<file path="src/verilog/rsm_pkg.sv">
`default_nettype none
package rsm_pkg;

  // clock and time base
  localparam int CLK_PERIOD_NS = 4;

  // cycles from a least time, rounded up, never below one
  function automatic int rsm_cycles_up(input int ns);
    int c;
    c = (ns + CLK_PERIOD_NS - 1) / CLK_PERIOD_NS;
    return (c < 1) ? 1 : c;
  endfunction

  // clock-loss one-shot timeout and least time in reset
  localparam int MCD_TIMEOUT_NS      = 1000;
  localparam int MCD_TIMEOUT_CYCLES  = rsm_cycles_up(MCD_TIMEOUT_NS);
  localparam int RST_MIN_HOLD_NS     = 100;
  localparam int RST_MIN_HOLD_CYCLES = rsm_cycles_up(RST_MIN_HOLD_NS);
  // pin ignored after release: two sync stages plus pull-up rise
  localparam int PIN_BLANK_CYCLES    = 4;

  // register bus
  localparam int AW = 8;
  localparam int DW = 8;
  localparam logic [AW-1:0] SMC_ADDR = 8'hff;
  localparam logic [AW-1:0] RCR_ADDR = 8'hef;

  // supply_monitor_control fields
  localparam int SMC_ENABLE_BIT    = 7;
  localparam int SMC_STATUS_BIT    = 6;
  localparam int SMC_THRESHOLD_BIT = 5;
  localparam logic SMC_THRESHOLD_RST = 1'b0;
  localparam logic SMC_ENABLE_POR    = 1'b1;

  // reset_cause_register fields
  localparam int RCR_PIN_BIT   = 0;
  localparam int RCR_POR_BIT   = 1;
  localparam int RCR_CLK_BIT   = 2;
  localparam int RCR_SW_BIT    = 4;
  localparam int RCR_CMP_BIT   = 5;

  localparam logic [DW-1:0] ZERO_BYTE = 8'h00;

  // reset sequencer states
  typedef enum logic [0:0] {
    RSM_RUN   = 1'b0,
    RSM_RESET = 1'b1
  } rsm_state_t;

endpackage : rsm_pkg
`default_nettype wire

</file>
<file path="src/verilog/rsm_if.sv">
`timescale 1ns/1ps
`default_nettype none
interface rsm_if;
  logic enable;
  logic timeout;
  modport ctl (output enable, input timeout);
  modport mon (input enable, output timeout);
endinterface : rsm_if
`default_nettype wire

</file>
<file path="src/verilog/rsm_top.sv">
// Our own choice: the address-and-strobe port.
`timescale 1ns/1ps
`default_nettype none
// Notes on behaviour
// (RQ1) bit 7 switches supply monitor on/off
// (RQ2) supply reset needs enable and source select
// (RQ3) software waits before selecting supply source
// (RQ4) bit 6 reads supply above threshold
// (RQ5) bit 5 picks high trip, resets 0
// (RQ6) flash-writing software uses high trip level
// (RQ7) control bits 4:0 read zero, ignore writes
// (RQ8) low reset pin resets the device
// (RQ9) pin reset sets cause bit 0
// (RQ10) clock-loss one-shot times out into reset
// (RQ11) cause bit 2 marks clock-loss reset only
// (RQ12) cause bit 2 write enables clock-loss detector
// (RQ13) clock-loss, comparator resets leave pin undriven
// (RQ14) cause bit 5 write enables comparator reset
// (RQ15) software settles comparator before enabling reset
// (RQ16) comparator low holds device in reset
// (RQ17) cause bit 5 marks comparator reset only
// (RQ18) power-on sets bit 1, clears others
// (RQ19) cause bit 1 write selects supply source
// (RQ20) cause bit 4 write forces reset, flags it
// (RQ21) power-on, supply resets drive pin low
// (RQ22) all requests merge into one reset, flags kept
module rsm_top #(
  parameter int MIN_HOLD_CYCLES = rsm_pkg::RST_MIN_HOLD_CYCLES,
  parameter int MCD_CYCLES      = rsm_pkg::MCD_TIMEOUT_CYCLES
) (
  // clock and power-on reset
  input  wire logic                 clk_i,
  input  wire logic                 srst_i,
  // register port
  input  wire logic [rsm_pkg::AW-1:0] addr_i,
  input  wire logic [rsm_pkg::DW-1:0] wdata_i,
  input  wire logic                 wr_i,
  input  wire logic                 rd_i,
  output logic      [rsm_pkg::DW-1:0] rdata_o,
  // external reset pin, open drain
  input  wire logic                 rst_pin_i,
  output logic                      rst_pin_o,
  output logic                      rst_pin_oe_n_o,
  // analog sources, asynchronous
  input  wire logic                 supply_above_i,
  input  wire logic                 comparator_i,
  input  wire logic                 mon_clk_i,
  // controls to analog and system
  output logic                      supply_monitor_enable_o,
  output logic                      monitor_threshold_select_o,
  output logic                      sys_rst_o
);
  import rsm_pkg::*;

  localparam int HW = $clog2(MIN_HOLD_CYCLES + 1);
  localparam logic [HW-1:0] HOLD_LOAD = HW'(MIN_HOLD_CYCLES);
  localparam int BW = $clog2(PIN_BLANK_CYCLES + 1);
  localparam logic [BW-1:0] BLANK_LOAD = BW'(PIN_BLANK_CYCLES);

  // address decode shared by read and write paths
  function automatic logic f_hit(input logic [AW-1:0] a, input logic [AW-1:0] target);
    return a == target;
  endfunction

  // synchronised pin and analog levels
  logic [2:0] async_raw;
  logic [2:0] async_sync;
  logic       pin_high;
  logic       supply_above;
  logic       cmp_high;

  // state
  rsm_state_t       state;
  rsm_state_t       next_state;
  logic [HW-1:0]    hold_cnt;
  logic [BW-1:0]    blank_cnt;
  logic             drive_pin;

  // control bits
  logic             supply_monitor_enable;
  logic             monitor_threshold_select;
  logic             supply_source_select;
  logic             clock_loss_enable;
  logic             comparator_reset_enable;

  // cause flags
  logic             pin_reset_flag;
  logic             power_on_reset_flag;
  logic             clock_loss_enable_flag;
  logic             software_reset_flag;
  logic             comparator_reset_enable_flag;

  // requests
  logic             pin_req;
  logic             supply_req;
  logic             cmp_req;
  logic             clk_req;
  logic             sw_req;
  logic             any_req;
  logic             level_req;
  logic             entering;
  logic             leaving;
  logic             wr_smc;
  logic             wr_rcr;
  logic [DW-1:0]    next_rdata;

  rsm_if mon_bus ();

  assign async_raw = {comparator_i, supply_above_i, rst_pin_i};

  // idle levels: pin released, supply good, comparator high
  rsm_sync #(.W(3), .RST_VAL(3'h7)) u_in_sync (
    .clk_i  (clk_i),
    .srst_i (srst_i),
    .d_i    (async_raw),
    .q_o    (async_sync)
  );

  assign pin_high     = async_sync[0];
  assign supply_above = async_sync[1];
  assign cmp_high     = async_sync[2];

  rsm_clk_mon #(.TIMEOUT_CYCLES(MCD_CYCLES)) u_clk_mon (
    .clk_i     (clk_i),
    .srst_i    (srst_i),
    .mon_clk_i (mon_clk_i),
    .ctl       (mon_bus.mon)
  );

  // (RQ12) detector runs only while enabled
  assign mon_bus.enable = clock_loss_enable;

  // writes are ignored while the system is held in reset
  assign wr_smc = wr_i && f_hit(addr_i, SMC_ADDR) && (state == RSM_RUN);
  assign wr_rcr = wr_i && f_hit(addr_i, RCR_ADDR) && (state == RSM_RUN);

  // (RQ8) low pin; own drive and release are blanked
  assign pin_req    = !pin_high && !drive_pin && (blank_cnt == '0);
  // (RQ2) needs both enable and source select
  assign supply_req = supply_monitor_enable && supply_source_select && !supply_above;
  // (RQ16) comparator low is a level request
  assign cmp_req    = comparator_reset_enable && !cmp_high;
  // (RQ10) timeout from the one-shot
  assign clk_req    = clock_loss_enable && mon_bus.timeout;
  // (RQ20) write of one forces reset
  assign sw_req     = wr_rcr && wdata_i[RCR_SW_BIT];

  // (RQ22) one merged reset request
  assign any_req    = pin_req || supply_req || cmp_req || clk_req || sw_req;
  assign level_req  = pin_req || supply_req || cmp_req || clk_req;

  assign entering = (state == RSM_RUN) && any_req;
  assign leaving  = (state == RSM_RESET) && (hold_cnt == '0) && !level_req;

  always_comb begin
    next_state = state;
    case (state)
      RSM_RUN: begin
        if (any_req) begin
          next_state = RSM_RESET;
        end
      end
      RSM_RESET: begin
        if (leaving) begin
          next_state = RSM_RUN;
        end
      end
      default: begin
        next_state = RSM_RESET;
      end
    endcase
  end

  // sequencer state
  always_ff @(posedge clk_i) begin
    if (srst_i) begin
      state <= RSM_RESET;
    end else begin
      state <= next_state;
    end
  end

  // least hold, reloaded at every entry
  always_ff @(posedge clk_i) begin
    if (srst_i) begin
      hold_cnt <= HOLD_LOAD;
    end else if (entering) begin
      hold_cnt <= HOLD_LOAD;
    end else if (hold_cnt != '0) begin
      hold_cnt <= hold_cnt - HW'(1);
    end
  end

  // (RQ22) reset stands from entry to release
  always_ff @(posedge clk_i) begin
    if (srst_i) begin
      sys_rst_o <= 1'b1;
    end else begin
      sys_rst_o <= (next_state == RSM_RESET);
    end
  end

  // pin drive, only by sources that own the pin
  always_ff @(posedge clk_i) begin
    if (srst_i) begin
      // (RQ21) power-on drives the pin low
      drive_pin <= 1'b1;
    end else if (entering) begin
      // (RQ21) supply reset drives the pin
      // (RQ13) other sources leave it undriven
      drive_pin <= supply_req;
    end else if (leaving) begin
      drive_pin <= 1'b0;
    end
  end

  // blanking after own release: pull-up rise is slow
  always_ff @(posedge clk_i) begin
    if (srst_i) begin
      blank_cnt <= '0;
    end else if (leaving && drive_pin) begin
      blank_cnt <= BLANK_LOAD;
    end else if (blank_cnt != '0) begin
      blank_cnt <= blank_cnt - BW'(1);
    end
  end

  // open drain: only ever pulls low
  assign rst_pin_o      = 1'b0;
  assign rst_pin_oe_n_o = !drive_pin;

  // (RQ1) monitor on/off, kept over non-power resets
  always_ff @(posedge clk_i) begin
    if (srst_i) begin
      supply_monitor_enable <= SMC_ENABLE_POR;
    end else if (wr_smc) begin
      supply_monitor_enable <= wdata_i[SMC_ENABLE_BIT];
    end
  end

  // (RQ5) trip level, low again on any reset
  always_ff @(posedge clk_i) begin
    if (srst_i) begin
      monitor_threshold_select <= SMC_THRESHOLD_RST;
    end else if (leaving) begin
      monitor_threshold_select <= SMC_THRESHOLD_RST;
    end else if (wr_smc) begin
      monitor_threshold_select <= wdata_i[SMC_THRESHOLD_BIT];
    end
  end

  assign supply_monitor_enable_o    = supply_monitor_enable;
  assign monitor_threshold_select_o = monitor_threshold_select;

  // (RQ19) supply source select survives non-power resets
  always_ff @(posedge clk_i) begin
    if (srst_i) begin
      supply_source_select <= 1'b1;
    end else if (leaving) begin
      if (power_on_reset_flag) begin
        supply_source_select <= 1'b1;
      end
    end else if (wr_rcr) begin
      supply_source_select <= wdata_i[RCR_POR_BIT];
    end
  end

  // (RQ12) clock-loss detector on/off
  always_ff @(posedge clk_i) begin
    if (srst_i) begin
      clock_loss_enable <= 1'b0;
    end else if (leaving) begin
      clock_loss_enable <= 1'b0;
    end else if (wr_rcr) begin
      clock_loss_enable <= wdata_i[RCR_CLK_BIT];
    end
  end

  // (RQ14) comparator as reset source
  always_ff @(posedge clk_i) begin
    if (srst_i) begin
      comparator_reset_enable <= 1'b0;
    end else if (leaving) begin
      comparator_reset_enable <= 1'b0;
    end else if (wr_rcr) begin
      comparator_reset_enable <= wdata_i[RCR_CMP_BIT];
    end
  end

  // cause flags, loaded whole at entry so stale causes read 0
  always_ff @(posedge clk_i) begin
    if (srst_i) begin
      // (RQ18) power-on flag alone
      pin_reset_flag               <= 1'b0;
      power_on_reset_flag          <= 1'b1;
      clock_loss_enable_flag       <= 1'b0;
      software_reset_flag          <= 1'b0;
      comparator_reset_enable_flag <= 1'b0;
    end else if (entering) begin
      // (RQ9) pin cause
      pin_reset_flag               <= pin_req;
      // (RQ18) supply reset also reads as power-on
      power_on_reset_flag          <= supply_req;
      // (RQ11) clock-loss cause only
      clock_loss_enable_flag       <= clk_req;
      // (RQ20) software cause
      software_reset_flag          <= sw_req;
      // (RQ17) comparator cause only
      comparator_reset_enable_flag <= cmp_req;
    end
  end

  // read word, zero unless a read strobe hits
  always_comb begin
    next_rdata = ZERO_BYTE;
    if (rd_i) begin
      if (f_hit(addr_i, SMC_ADDR)) begin
        next_rdata[SMC_ENABLE_BIT]    = supply_monitor_enable;
        // (RQ4) live monitor output
        next_rdata[SMC_STATUS_BIT]    = supply_above;
        next_rdata[SMC_THRESHOLD_BIT] = monitor_threshold_select;
        // (RQ7) low bits stay zero
      end else if (f_hit(addr_i, RCR_ADDR)) begin
        next_rdata[RCR_PIN_BIT] = pin_reset_flag;
        next_rdata[RCR_POR_BIT] = power_on_reset_flag;
        next_rdata[RCR_CLK_BIT] = clock_loss_enable_flag;
        next_rdata[RCR_SW_BIT]  = software_reset_flag;
        next_rdata[RCR_CMP_BIT] = comparator_reset_enable_flag;
      end
    end
  end

  // read data, valid the cycle after the strobe only
  always_ff @(posedge clk_i) begin
    if (srst_i) begin
      rdata_o <= ZERO_BYTE;
    end else begin
      rdata_o <= next_rdata;
    end
  end

endmodule : rsm_top
`default_nettype wire

</file>
<file path="src/verilog/rsm_sync.sv">
`timescale 1ns/1ps
`default_nettype none
module rsm_sync #(
  parameter int         W       = 1,
  parameter logic [W-1:0] RST_VAL = '0
) (
  // clock and reset
  input  wire logic         clk_i,
  input  wire logic         srst_i,
  // async level in, synchronised level out
  input  wire logic [W-1:0] d_i,
  output logic      [W-1:0] q_o
);
  logic [W-1:0] stage1;

  always_ff @(posedge clk_i) begin
    if (srst_i) begin
      stage1 <= RST_VAL;
      q_o    <= RST_VAL;
    end else begin
      stage1 <= d_i;
      q_o    <= stage1;
    end
  end
endmodule : rsm_sync
`default_nettype wire

</file>
<file path="src/verilog/rsm_clk_mon.sv">
`timescale 1ns/1ps
`default_nettype none
module rsm_clk_mon #(
  parameter int TIMEOUT_CYCLES = rsm_pkg::MCD_TIMEOUT_CYCLES
) (
  // clock and reset
  input  wire logic clk_i,
  input  wire logic srst_i,
  // monitored clock, asynchronous
  input  wire logic mon_clk_i,
  // enable in, timeout out
  rsm_if.mon        ctl
);
  import rsm_pkg::*;

  localparam int CW = $clog2(TIMEOUT_CYCLES + 1);
  localparam logic [CW-1:0] LIMIT = CW'(TIMEOUT_CYCLES);

  logic          mon_sync;
  logic          mon_prev;
  logic [CW-1:0] quiet_cnt;

  rsm_sync #(.W(1), .RST_VAL(1'b0)) u_sync (
    .clk_i  (clk_i),
    .srst_i (srst_i),
    .d_i    (mon_clk_i),
    .q_o    (mon_sync)
  );

  always_ff @(posedge clk_i) begin
    if (srst_i) begin
      mon_prev <= 1'b0;
    end else begin
      mon_prev <= mon_sync;
    end
  end

  // (RQ10) one-shot retriggered by edges
  always_ff @(posedge clk_i) begin
    if (srst_i || !ctl.enable || (mon_sync != mon_prev)) begin
      quiet_cnt   <= '0;
      ctl.timeout <= 1'b0;
    end else if (quiet_cnt == LIMIT) begin
      ctl.timeout <= 1'b1;
    end else begin
      quiet_cnt <= quiet_cnt + CW'(1);
    end
  end
endmodule : rsm_clk_mon
`default_nettype wire

</file>
<file path="config.mk">
export PLATFORM = sky130hd
export DESIGN_NAME = rsm_top
export DESIGN_NICKNAME = d
export VERILOG_FILES = /design/src/verilog/rsm_pkg.sv /design/src/verilog/rsm_if.sv /design/src/verilog/rsm_top.sv /design/src/verilog/rsm_sync.sv /design/src/verilog/rsm_clk_mon.sv
export SDC_FILE = /design/constraint.sdc
export NUM_CORES = 1
export LEC_CHECK = 0
export BUFFER_PORTS_ARGS = -buffer_cell sky130_fd_sc_hd__clkbuf_2
export CAP_MARGIN = 40
export CORE_MARGIN = 3
export CORE_UTILIZATION = 25
export CTS_CLUSTER_SIZE = 8
export DETAILED_ROUTE_END_ITERATION = 10
export PLACE_DENSITY_LB_ADDON = 0.08
export SETUP_SLACK_MARGIN = 0.3
export SKIP_LAST_GASP = 1
export SYNTH_ARGS = -nofsm -noshare
export SYNTH_HDL_FRONTEND = slang
export SYNTH_SLANG_ARGS = --single-unit
</file>
<file path="constraint.sdc">
create_clock -name clk_i -period 1.91 [get_ports clk_i]
set_input_delay 0.191 -clock clk_i [delete_from_list [all_inputs] [get_ports clk_i]]
set_output_delay 0.191 -clock clk_i [all_outputs]
set_load 0.05 [all_outputs]
</file>
---- Word level (Yosys, flattened, before mapping) ----
Index checks and enable logic that the tools add are counted.
word-level totals
  bits in registers ....................... 46
  input port bits ......................... 24
  word-level logic and storage cells ...... 91
cells by class
  add/sub/neg operators ................... 3
  equal/unequal tests ..................... 5
  mux-type cells .......................... 12
  bitwise operators ....................... 4
  reduce and logical (&&, ||, !) cells .... 41
operators by type and width
  kind                                               count
  equality test 8 bit (second input constant)        3
  logical AND 1 bit                                  15
  adder 8 x 1 -> 8 bit (second input constant)       1
  two-way mux 1 bit                                  8
  OR reduction 2 bit                                 4
  zero test 1 bit                                    6
  logical OR 1 bit                                   6
  two-way mux 3 bit                                  2
  nonzero test 2 bit                                 3
  zero test 5 bit                                    1
  nonzero test 5 bit                                 1
  subtractor 5 x 1 -> 5 bit (second input constant)  1
  NOT 1 bit                                          4
  OR reduction 4 bit                                 1
  zero test 3 bit                                    1
  nonzero test 3 bit                                 1
  OR reduction 3 bit                                 1
  subtractor 3 x 1 -> 3 bit (second input constant)  1
  two-way mux 2 bit                                  1
  != test 2 bit (second input constant)              1
  one-hot mux 1 bit (2 select lines)                 1
  AND reduction 2 bit                                1
  != test 1 bit                                      1

---- Logic depth before layout (Yosys ltp) ----
Gate-level depths: netlist (run 1).
  word-level depth ........................ 10
  gate-level depth with buffers ........... 7

---- Hierarchy ----
From an unflattened synthesis (run 1), not the netlist that was laid out.
second synthesis, totals
  cell total of the unflattened synthesis .. 194
  area total of the unflattened synthesis .. 1918.1 um^2
modules (own cells, without submodules)
  module                        instances  cells each  area each (um^2)
  rsm_top                       1          131         1258.7
  rsm_clk_mon                   1          47          449.2
  rsm_sync at u_in_sync         1          12          157.7
  rsm_sync at u_clk_mon.u_sync  1          4           52.6

---- Least setup slack after synthesis (run 1) ----
OpenSTA, ideal clock, no wires.
  kind .................................... register to register
  start point ............................. reg blank_cnt[0]
  end point ............................... reg power_on_reset_flag
  library setup time ...................... 0.120 ns
  arrival time ............................ 1.713 ns
  data required time ...................... 1.790 ns
  slack ................................... 0.078 ns
  cell stages (with the launch flop) ...... 8
  path buffers ............................ 1
  clock period less this slack ............ 1.832 ns
  path through ............................ dfxtp_1 > inv_1 > ha_1 > or4b_4 > and4_4 > buf_6 > a21o_1 > a211o_1
between the ends
  word-level cells in the longest chain between the ends .. 7
RTL lines
  what                           line            source
  from (decl)                    rsm_top.sv:76   logic [BW-1:0] blank_cnt;
  from (signal assigned)         rsm_top.sv:224  blank_cnt <= blank_cnt - BW'(1);
  zero test 3 bit                rsm_top.sv:138  assign pin_req = !pin_high && !drive_pin && (blank_cnt == '0);
  logical AND 1 bit              rsm_top.sv:138
  logical OR 1 bit (4 in a row)  rsm_top.sv:149  assign any_req = pin_req || supply_req || cmp_req || clk_req || sw_req;
  logical AND 1 bit              rsm_top.sv:152  assign entering = (state == RSM_RUN) && any_req;
  to (signal assigned)           rsm_top.sv:303  power_on_reset_flag <= supply_req;
  to (decl)                      rsm_top.sv:88   logic power_on_reset_flag;
Every way passes these cells.
A chain may end at the register's enable or synchronous reset.

---- Worst setup path in the final report (run 1) ----
  start point ............................. reg blank_cnt[1]
  end point ............................... reg power_on_reset_flag
Same word-level chain as after synthesis.

==> results.md, run 1 <==
- Ys Warns: 0
- Post-route setup TNS: 0 ns
- Kind of cell adding the most delay to the critical path: simple AND/OR/NAND/NOR gates
- Cell count after synthesis: ~190
- H-tree Lvls: 2
- Vertical die dimension: between 90 and 100 um
- Delay of the slowest critical-path stage: between 0.4 and 0.5 ns
- Total Die Area: around 0.0084 mm^2
- Clock latency reported for the late side of the worst-skew pair: roughly 0.29 ns
- Final Routed Wirelength: about 3900 um
- Total via count in the routed design: around 1400
- Register-to-Register Setup Slack: ~0.23 ns
- Layout overhead on the synthesized area: 27.0%
- Number of buffers between clock root and the deepest sink: 2
- Final number of max-transition violations: 0
- Setup repair after global routing missed its margin: true
- Outcome: finished clean
- Required time worst endpoint: ~2.1 ns
- CTS tree: yes
- Via density per instance: between 4 and 5
- Area of the multi-input gates: 916 um^2
- Type of the tightest min-delay check: in -> reg
- Multiplexer share of the synthesized area: 2.74%
- Critical path depth: 6
- Cell-by-cell listing of the critical path: inv_2, ha_4, or4b_4, and4_4, a21o_1, a211o_1
- GRT Resource Usage Total: roughly 9.9%
- Number of antenna violations at the first check in global routing: 0
- Inserted Clock Buffers: 5
- Final count of negative-setup-slack endpoints: 0
- Vias in the first global route: 1350
- Core area: a little under 0.007 mm^2
- Synthesized-area fraction occupied by ao, oa, aoi and oai cells: between 10% and 20%
- Maximum fanout count along the critical path: 6
- Site Rows: 30
- Detail-routed net length per standard cell: between 10 and 15 um
- Share of layout cells above drive strength 1: approximately 32%
- Reg2reg end: power_on_reset_flag
- Worst r2r path cells: 6
- Unique cell type count in the Yosys netlist: 43
- Post-Synth XOR/XNOR Area: between 4 and 5%
- Starting density of the core: a little over a quarter
- Worst hold margin: roughly 0.078 ns
- Number of maximum-capacitance constraint violations: 0
- Most frequent cells in the layout: sky130_fd_sc_hd__dfxtp_1, sky130_fd_sc_hd__clkbuf_2, sky130_fd_sc_hd__nor2_1
- Final worst clock skew: about 0.0086 ns
- Launch point of the worst path: blank_cnt[1]
- Sequential cell area: 905 um^2
- Share of synthesized cell area in full adder, half adder and majority cells: approximately 4%
- Worst IR Drop VDD: 0.000404 V
- Area share of the largest cell type after synthesis: around half
- Number of DRC markers after the initial detailed-route iteration: 92
- Area of the mapped netlist: 0.00183 mm^2
- Critical register-to-register path startpoint: blank_cnt[1]
- Ranking of synthesized cells by area: sky130_fd_sc_hd__dfxtp_1, sky130_fd_sc_hd__ha_1, sky130_fd_sc_hd__nor2_1
- Largest family of logic cells by synthesized area: simple AND/OR/NAND/NOR gates
- Count of pins on the block boundary: 37
- Endpoints failing hold: 0
- Number of standard cells in the final layout excluding fillers: approximately 330
- Average footprint of a synthesized cell: ~9.5 um^2
- Part of the Yosys area used for sequential elements: 49.3%
- Count of buffers from port buffering: 31
- Power Dens Cells: 836 mW/mm^2
- Endpoint of the worst setup timing path: power_on_reset_flag
- First-pass GRT wire length: 6540 um
- DRC Markers: 0
- Fill cells: roughly 740
- Slowest CP cell: sky130_fd_sc_hd__or4b_4
- Leading cell type in the layout, fill and taps excluded: sky130_fd_sc_hd__dfxtp_1
- Final weighted congestion in routability-driven placement: slightly above 0.7
- Max Clock Freq: a little under 0.6 GHz
- Ys flop type: sky130_fd_sc_hd__dfxtp_1
- Type of destination of the critical path: register
- Post-route clock period utilization: 88.0%
- Max transition margin: 63.4%
- Diode insertion count for antenna repair: 0
- DIE WIDTH: between 90 and 100 um
- Minimum clock period after layout: 1.68 ns
- Number of flops mapped to enable cells by yosys: 0
- Root cell of the clock tree: sky130_fd_sc_hd__clkbuf_8
- Yosys reg bits: 45
- Count of buffering cells on the critical path with inverters included: 1
- Type of the worst setup path: reg -> reg
- Number of placed instances with taps included: between 300 and 400
- Library cell with the largest summed area after synthesis: sky130_fd_sc_hd__dfxtp_1
- Clock tree sinks: 45
- Remaining antenna violation count: 0
- DPL Wire Length: 2850 um
- Leakage power total: just over 0.9 nW
- Post-CTS clock slew at the launch and capture registers of the worst setup and hold paths: ~0.080 ns
- Sort of element at the start of the critical path: register
- Number of detailed-routing iterations run before antenna repair: 4
- GRT Residual Overflow: 0
- Number of nets in the finished design: roughly 270
- WP data arrival: between 1.5 and 2 ns
- Total Power: 1.94 mW
- Pin count of the biggest net entering global routing: 24
- Simple-gate area share of the yosys netlist: about a quarter
- Fraction of registers with async set/reset: 0%
- Measured slew at the worst slew-check pin: 0.545 ns
[per-layer routing]
| metal | global-route usage, % | wire (um) | up-vias |
|---|---|---|---|
| met5 | 0 | 0 | - |
| met3 | 3.15 | 232 | 4 |
| met4 | 4.15 | 32 | 0 |
| li1 | - | - | 750 |
| met1 | 12.9 | 1900 | 629 |
| met2 | 14.9 | 1700 | 37 |
[final cells by class]
cell class / count / share of cell area [%]
Tap cell: 96 / 5.18
Sequential cell: 45 / 39.0
Timing Repair Buffer: 45 / 11.2
Clock buffer: 7 / 3.72
Inverter: 9 / 1.46
Multi-Input combinational cell: 132 / 39.5
[how the worst min path moves through the flow]
stage                              start             endpoint  slack (ns)  cells past startpoint
final                     supply_above_i  u_in_sync.stage1[1]        0.08                      2
after global routing           rst_pin_i  u_in_sync.stage1[0]        0.06                      2
after CTS                 supply_above_i  u_in_sync.stage1[1]        0.07                      2
after detailed placement  supply_above_i  u_in_sync.stage1[1]        0.38                      2
after global placement    supply_above_i  u_in_sync.stage1[1]        0.37                      2
after floorplan                   srst_i          hold_cnt[4]        0.29                      1
[registers in the layout (all words and copies together) (netlist names), 3 cells and up]
signal               count
blank_cnt                3
hold_cnt                 5
rdata_o                  7
u_clk_mon.quiet_cnt      8
u_in_sync.q_o            3
u_in_sync.stage1         3
[per-stage QoR]
step / util (%) / setup WS (ns) / cell area [um^2]
floorplan: - / 0.143 / 1850
global placement: 30.6 / 0.159 / 2120
detailed placement: 30.6 / 0.141 / 2120
CTS: 32.7 / 0.234 / 2270
global route: 33.4 / 0.175 / 2320
finish: 33.4 / 0.229 / 2320
[report_power, final]
| group | switching (mW) | internal, mW | total, mW |
|---|---|---|---|
| Combinational | 0.152 | 0.182 | 0.334 |
| Sequential | 0.0288 | 0.984 | 1.01 |
| Clock | 0.306 | 0.287 | 0.594 |
[kinds of logic after synthesis]
kind of cell	Yosys count
other cells	1
xor+xnor	9
mux	5
compound gates	29
flops	45
simple gates	81
buf+inv	16
fa+ha+maj	6
[timing repair]
action,in CTS,in global routing
pin swaps,3,1
resized for setup,5,7
setup buffers,6,2
endpoints found under the setup margin,8,15
hold buffers,0,0
[cell usage after synthesis, types with 2 or more instances]
master and instances:
sky130_fd_sc_hd__a211oi_1 2, sky130_fd_sc_hd__a21oi_1 9, sky130_fd_sc_hd__a31oi_1 3, sky130_fd_sc_hd__and2_1 6
sky130_fd_sc_hd__and3_1 2, sky130_fd_sc_hd__buf_4 2, sky130_fd_sc_hd__clkbuf_1 3, sky130_fd_sc_hd__dfxtp_1 45
sky130_fd_sc_hd__ha_1 6, sky130_fd_sc_hd__inv_1 9, sky130_fd_sc_hd__mux2i_1 5, sky130_fd_sc_hd__nand2_1 8
sky130_fd_sc_hd__nand2b_1 2, sky130_fd_sc_hd__nand3_1 7, sky130_fd_sc_hd__nand3b_1 2, sky130_fd_sc_hd__nand4_1 3
sky130_fd_sc_hd__nor2_1 18, sky130_fd_sc_hd__nor2b_1 5, sky130_fd_sc_hd__nor3_1 11, sky130_fd_sc_hd__o21ai_0 6
sky130_fd_sc_hd__or2_2 7, sky130_fd_sc_hd__or3_1 3, sky130_fd_sc_hd__xnor2_1 6, sky130_fd_sc_hd__xor2_1 3
(Power assumes the default switching activity.)
==> run 2, diff against run 1 <==
==> constraint.sdc (replaced) <==
create_clock -name clk_i -period 1.91 [get_ports clk_i]
set_input_delay 0.0955 -clock clk_i [delete_from_list [all_inputs] [get_ports clk_i]]
set_output_delay 0.0955 -clock clk_i [all_outputs]
set_load 0.05 [all_outputs]
==> run 2 against run 1 <==
Net effect:
- first-iteration DRC count down 26%
- global-route usage down 0.33 points
- register-to-register slack about the same
- sequential share of layout area about the same
- sequential power about the same
- fmax down 0.29%
- cell area down 0.22%
- hold slack worse by 0.066 ns
==> results.md, run 2 (same netlist as run 1, synthesis figures left out) <==
- Highest Signal Layer: met4
- WP data arrival: 1.88 ns (about the same)
- Layout overhead on the synthesized area: 26.7%
- Critical path depth: 6 (unchanged)
- Met3 wire len: 238 um (+2.6%)
- Outcome: finished clean
- Clk pwr share: 29.9% (-0.7 points)
- Type of the worst setup path: reg -> reg
- Final count of negative-setup-slack endpoints: 0 (unchanged)
- Remaining antenna violation count: 0 (unchanged)
- Number of maximum-capacitance constraint violations: 0 (unchanged)
- H-tree Lvls: 2 (unchanged)
- Required time worst endpoint: 2.10 ns (about the same)
- Type of the tightest min-delay check: in -> reg
- Endpoints failing hold: 0 (unchanged)
- Top flop regs: u_clk_mon.quiet_cnt x8, rdata_o x7, hold_cnt x5
- Max transition margin: 63.9% (+0.48 points)
- Power Dens Cells: 821 mW/mm^2 (-1.9%)
- Measured slew at the worst slew-check pin: 0.538 ns (-0.00710 ns)
- Final Routed Wirelength: 3840 um (-0.67%)
- Detail-routed net length per standard cell: 11.5 um (-0.67%)
- Register with the most flip-flops: u_clk_mon.quiet_cnt
- Cell-by-cell listing of the critical path: inv_2, ha_4, or4b_4, and4_4, a21o_1, a211o_1
- Sort of element at the start of the critical path: register
- Diode insertion count for antenna repair: 0 (unchanged)
- Fill cells: 749 (+0.81%)
- Share of layout cells above drive strength 1: 31.5% (-0.84 points)
- Final number of max-transition violations: 0 (unchanged)
- Area of all placed cells without fillers: 0.00232 mm^2 (-0.22%)
- Root cell of the clock tree: sky130_fd_sc_hd__clkbuf_8
- Total Die Area: 0.00837 mm^2 (unchanged)
- Number of nets in the finished design: 267 (-0.37%)
- Post-route setup TNS: 0 ns (unchanged)
- Leading cell type in the layout, fill and taps excluded: sky130_fd_sc_hd__dfxtp_1
- Vias in the first global route: 1360 (+0.74%)
- Type of destination of the critical path: register
- Number of DRC markers after the initial detailed-route iteration: 68 (-26%)
- Fin worst setup slack: 0.224 ns (-0.00493 ns)
- First-pass GRT wire length: 6410 um (-2.0%)
- Site Rows: 30 (unchanged)
- Standard cell area after detailed placement: 0.00212 mm^2 (unchanged)
- Post-CTS clock slew at the launch and capture registers of the worst setup and hold paths: 0.09 ns (about the same)
- Total via count in the routed design: 1438 (+1.3%)
- Internal power: 1.41 mW (-3.2%)
- Vertical die dimension: 91.5 um (unchanged)
- Delay of the slowest critical-path stage: 0.46 ns (about the same)
- Minimum clock period after layout: 1.69 ns (+0.00493 ns)
- Count of buffering cells on the critical path with inverters included: 1 (unchanged)
- Most frequent cells in the layout: sky130_fd_sc_hd__dfxtp_1, sky130_fd_sc_hd__clkbuf_2, sky130_fd_sc_hd__nor2_1
- Number of standard cells in the final layout excluding fillers: 334 (unchanged)
- Starting density of the core: 26.3% (unchanged)
- Clock tree sinks: 45 (unchanged)
- DPL Wire Length: 2860 um (+0.54%)
- Met2 Wirelength: 1760 um (+3.5%)
- GRT Residual Overflow: 0 (unchanged)
- Setup repair after global routing missed its margin: true
- Leakage power total: 0.913 nW (+0.27%)
- Dpl ws: 0.126 ns (-0.0150 ns)
- Worst r2r path cells: 6 (unchanged)
- Via density per instance: 4.31 (+1.3%)
- Worst hold margin: 0.0120 ns (-0.0663 ns)
- Worst IR Drop VDD: 0.000414 V (+2.4%)
- Pin count of the biggest net entering global routing: 24 (unchanged)
- Reg power frac: 53.3% (+1.1 points)
- Max Clock Freq: 0.593 GHz (-0.29%)
- Slowest CP cell: sky130_fd_sc_hd__or4b_4
- Core area: 0.00694 mm^2 (unchanged)
- Hold Path Cell Cnt: 3 (+1)
- DRC Markers: 0 (unchanged)
- CTS tree: yes
- Number of detailed-routing iterations run before antenna repair: 4 (unchanged)
- Switching power of the nets: 493 uW (+1.2%)
- DIE WIDTH: 91.5 um (unchanged)
- Maximum fanout count along the critical path: 7 (+1)
- Largest register FFs: 8 (unchanged)
- Clock latency reported for the late side of the worst-skew pair: 0.29 ns (about the same)
- Inserted Clock Buffers: 5 (unchanged)
- Count of pins on the block boundary: 37 (unchanged)
- Post-route clock period utilization: 88.3% (+0.26 points)
- Number of antenna violations at the first check in global routing: 0 (unchanged)
- Total Power: 1.90 mW (-2.1%)
- Count of buffers from port buffering: 31 (unchanged)
- Number of buffers between clock root and the deepest sink: 2 (unchanged)
- Fraction of power spent switching nets: 26.0% (+0.84 points)
- End-of-flow core utilization: 33.4% (-0.072 points)
- GRT Resource Usage Total: 9.53% (-0.33 points)
- Number of placed instances with taps included: 319 (unchanged)
- Post-route met1 wirelength: 1820 um (-4.5%)
- Kind of cell adding the most delay to the critical path: simple AND/OR/NAND/NOR gates
- Proportion of power drawn by combinational gates: 16.7% (-0.5 points)
- Final worst clock skew: 0.00797 ns (-0.000668 ns)
- Final weighted congestion in routability-driven placement: 0.698 (-2.0%)
==> run 2: cell count changes in the layout (fill, tap and decap cells not counted), moves of 2 or more <==
cell	delta
sky130_fd_sc_hd__buf_4	-4
sky130_fd_sc_hd__nor3_1	-2
sky130_fd_sc_hd__nor3_2	+2
sky130_fd_sc_hd__dlygate4sd3_1	+3
sky130_fd_sc_hd__clkinv_2	+2
==> run 2: path summary, 6_finish.rpt <==
| kind | startpoint | end | slack, ns |
|---|---|---|---|
| setup / recovery | blank_cnt[1] | power_on_reset_flag | 0.22 |
| hold / removal | wdata_i[7] | supply_monitor_enable_o | 0.01 |
| setup reg to reg | blank_cnt[1] | power_on_reset_flag | 0.22 |
| hold reg to reg | u_in_sync.stage1[0] | u_in_sync.q_o[0] | 0.42 |
==> run 2: final cells by class <==
cell class | count | area [um^2] | share of cell area, %
sequential | 45 | 903 | 39.0
clock buffer | 6 | 72.6 | 3.13
timing repair buffer | 44 | 260 | 11.2
inverter | 9 | 33.8 | 1.46
clock inverter | 2 | 10.0 | 0.432
multi-input combinational | 132 | 916 | 39.5
tap | 96 | 120 | 5.19
==> run 2: worst register-to-register path: stages, from the launching register on <==
cell                      delay (ns)
sky130_fd_sc_hd__dfxtp_2        0.33
sky130_fd_sc_hd__inv_2          0.06
sky130_fd_sc_hd__ha_4           0.12
sky130_fd_sc_hd__or4b_4         0.46
sky130_fd_sc_hd__and4_4         0.20
sky130_fd_sc_hd__a21o_1         0.17
sky130_fd_sc_hd__a211o_1        0.24
==> run 2: routing by layer <==
layer	vias up	GRT usage, %
li1	751	-
met1	650	12.3
met2	35	14.9
met3	2	3.23
met4	0	3.02
met5	-	0
==> run 2: power groups by stage <==
stage          Combinational, mW  Sequential [mW]  Clock, mW
6_report                   0.318             1.01      0.569
5_1_grt                    0.359             1.02      0.628
4_1_cts                    0.296             1.01      0.599
3_5_place_dp               0.270             1.03          0
3_3_place_gp               0.270             1.03          0
2_1_floorplan              0.216             1.03          0
==> run 2: what timing repair did <==
| action | in CTS | in global routing |
|---|---|---|
| endpoints found under the setup margin | 8 | 14 |
| endpoints found under the hold margin | 3 | 0 |
| hold buffers | 3 | 0 |
| pin swaps | 2 | 1 |
| cloned | 0 | 0 |
| setup buffers | 3 | 1 |
| gates resized for setup | 4 | 9 |
==> run 3, diff against run 2 <==
- CORE_UTILIZATION: 25 -> 48
==> run 3 against run 2 <==
Net effect:
- clock-buffer cell count rose by 1
- highest routed layer unchanged
- die area down 45%
- core utilization increased by 30 points
- sequential share of layout area grew 1.6 points
- largest cell class is now registers
- critical path depth fell by 2
- wire length down 11%
- via count grew 0.83%
- global-route usage is 6.7 points higher
- combinational power fell by 5%
- first-iteration DRC count fell by 21%
==> results.md, run 3 (same netlist as run 1, synthesis figures left out) <==
- Setup repair after global routing missed its margin: true
- Root cell of the clock tree: sky130_fd_sc_hd__clkbuf_8
- Site Rows: 21 (-30%)
- Register with the most flip-flops: u_clk_mon.quiet_cnt
- Type of the worst setup path: reg -> reg
- Fin worst setup slack: 0.214 ns (-0.0106 ns)
- Type of destination of the critical path: register
- Final number of max-transition violations: 0 (unchanged)
- Measured slew at the worst slew-check pin: 0.560 ns (+0.0227 ns)
- Minimum clock period after layout: 1.70 ns (+0.0106 ns)
- Final worst clock skew: 0.00751 ns (-0.000456 ns)
- Share of layout cells above drive strength 1: 28.9% (-2.6 points)
- Vertical die dimension: 67.7 um (-26%)
- Leading cell type in the layout, fill and taps excluded: sky130_fd_sc_hd__dfxtp_1
- Vias in the first global route: 1333 (-2.0%)
- Worst IR Drop VDD: 0.000627 V (+52%)
- Largest register FFs: 8 (unchanged)
- Post-route setup TNS: 0 ns (unchanged)
- First-pass GRT wire length: 5550 um (-13%)
- Remaining antenna violation count: 0 (unchanged)
- Type of the tightest min-delay check: in -> reg
- Final count of negative-setup-slack endpoints: 0 (unchanged)
- Clock tree sinks: 45 (unchanged)
- Power Dens Cells: 873 mW/mm^2 (+6.4%)
- DPL Wire Length: 2560 um (-11%)
- Sort of element at the start of the critical path: register
- Outcome: finished clean
- Final weighted congestion in routability-driven placement: 0.786 (+13%)
- Max transition margin: 62.4% (-1.5 points)
- Clock latency reported for the late side of the worst-skew pair: 0.29 ns (about the same)
- Total Die Area: 0.00458 mm^2 (-45%)
- Area of all placed cells without fillers: 0.00223 mm^2 (-3.9%)
- DIE WIDTH: 67.7 um (-26%)
- Worst hold margin: 0.0147 ns (+0.00265 ns)
- Required time worst endpoint: 2.10 ns (about the same)
- Number of nets in the finished design: 264 (-1.1%)
- Via density per instance: 5.16 (+20%)
- Total via count in the routed design: 1450 (+0.83%)
- Post-route clock period utilization: 88.8% (+0.56 points)
- Endpoints failing hold: 0 (unchanged)
- Number of buffers between clock root and the deepest sink: 2 (unchanged)
- GRT Resource Usage Total: 16.2% (+6.7 points)
- Count of pins on the block boundary: 37 (unchanged)
- Core area: 0.00349 mm^2 (-50%)
- GRT Residual Overflow: 0 (unchanged)
- Number of DRC markers after the initial detailed-route iteration: 54 (-21%)
- Detail-routed net length per standard cell: 12.2 um (+5.9%)
- Max Clock Freq: 0.590 GHz (-0.63%)
- Starting density of the core: 52.3% (+26 points)
- Number of antenna violations at the first check in global routing: 0 (unchanged)
- WP data arrival: 1.89 ns (about the same)
- DRC Markers: 0 (unchanged)
- Inserted Clock Buffers: 5 (unchanged)
- Pin count of the biggest net entering global routing: 24 (unchanged)
- Leakage power total: 0.899 nW (-1.6%)
- CTS tree: yes
- Maximum fanout count along the critical path: 13 (+6)
- Final Routed Wirelength: 3420 um (-11%)
- H-tree Lvls: 2 (unchanged)
- Number of standard cells in the final layout excluding fillers: 281 (-16%)
- Number of detailed-routing iterations run before antenna repair: 4 (unchanged)
- Post-CTS clock slew at the launch and capture registers of the worst setup and hold paths: 0.08 ns (about the same)
- Standard cell area after detailed placement: 0.00204 mm^2 (-4.0%)
- Count of buffers from port buffering: 31 (unchanged)
- Most frequent cells in the layout: sky130_fd_sc_hd__dfxtp_1, sky130_fd_sc_hd__clkbuf_2, sky130_fd_sc_hd__nor2_1
- Layout overhead on the synthesized area: 21.8%
- Number of maximum-capacitance constraint violations: 0 (unchanged)
- Number of placed instances with taps included: 266 (-17%)
- Top flop regs: u_clk_mon.quiet_cnt x8, rdata_o x7, hold_cnt x5
- Dpl ws: 0.163 ns (+0.0373 ns)
- Diode insertion count for antenna repair: 0 (unchanged)
==> run 3: area by class of cell <==
| class | instances | area (um^2) |
|---|---|---|
| fillers | 310 | 1270 |
| well taps | 46 | 57.6 |
| inverters | 9 | 33.8 |
| clock inverters | 1 | 5.00 |
| repair buffers | 41 | 238 |
| multi-input cells | 132 | 892 |
| flip-flops and latches | 45 | 903 |
| clock buffers | 7 | 96.3 |
==> run 3: critical path: stages (launching register included) <==
cell	delay [ns]
sky130_fd_sc_hd__dfxtp_2	0.39
sky130_fd_sc_hd__nand2b_1	0.21
sky130_fd_sc_hd__or4_4	0.53
sky130_fd_sc_hd__a21o_1	0.21
sky130_fd_sc_hd__a211o_1	0.25
==> run 3: path summary, 6_finish.rpt <==
check | startpoint | to | slack, ns | depth (start not counted)
hold reg to reg | u_in_sync.stage1[0] | u_in_sync.q_o[0] | 0.41 | 1
hold / removal | mon_clk_i | u_clk_mon.u_sync.stage1 | 0.01 | 2
setup / recovery | sys_rst_o | power_on_reset_flag | 0.21 | 4
setup reg to reg | sys_rst_o | power_on_reset_flag | 0.21 | 4
==> run 3: per-stage QoR <==
step | total power, mW | util (%)
global route | 2.04 | 63.7
global placement | 1.28 | 58.3
CTS | 1.95 | 63.4
floorplan | 1.24 | -
finish | 1.94 | 63.7
detailed placement | 1.30 | 58.3
==> run 3: power breakdown <==
part           internal (mW)  switching (mW)  total (mW)  leakage, nW
Sequential             0.984          0.0309        1.01        0.366
Clock                  0.327           0.300       0.627       0.0542
Combinational          0.158           0.144       0.302        0.478
==> run 3: what timing repair did <==
item	CTS	global route
hold buffers	3	0
setup endpoints to repair	13	14
hold endpoints to repair	3	0
gates resized for setup	4	3
pin swaps	3	0
setup buffers	4	0
==> run 3: per-layer routing <==
metal	global-route usage (%)	share of wire, %	up-vias
met5	0	0	-
met4	6.84	1.4	0
met3	4.33	6.6	4
met2	28.1	47	48
met1	18.6	45	656
li1	-	-	742
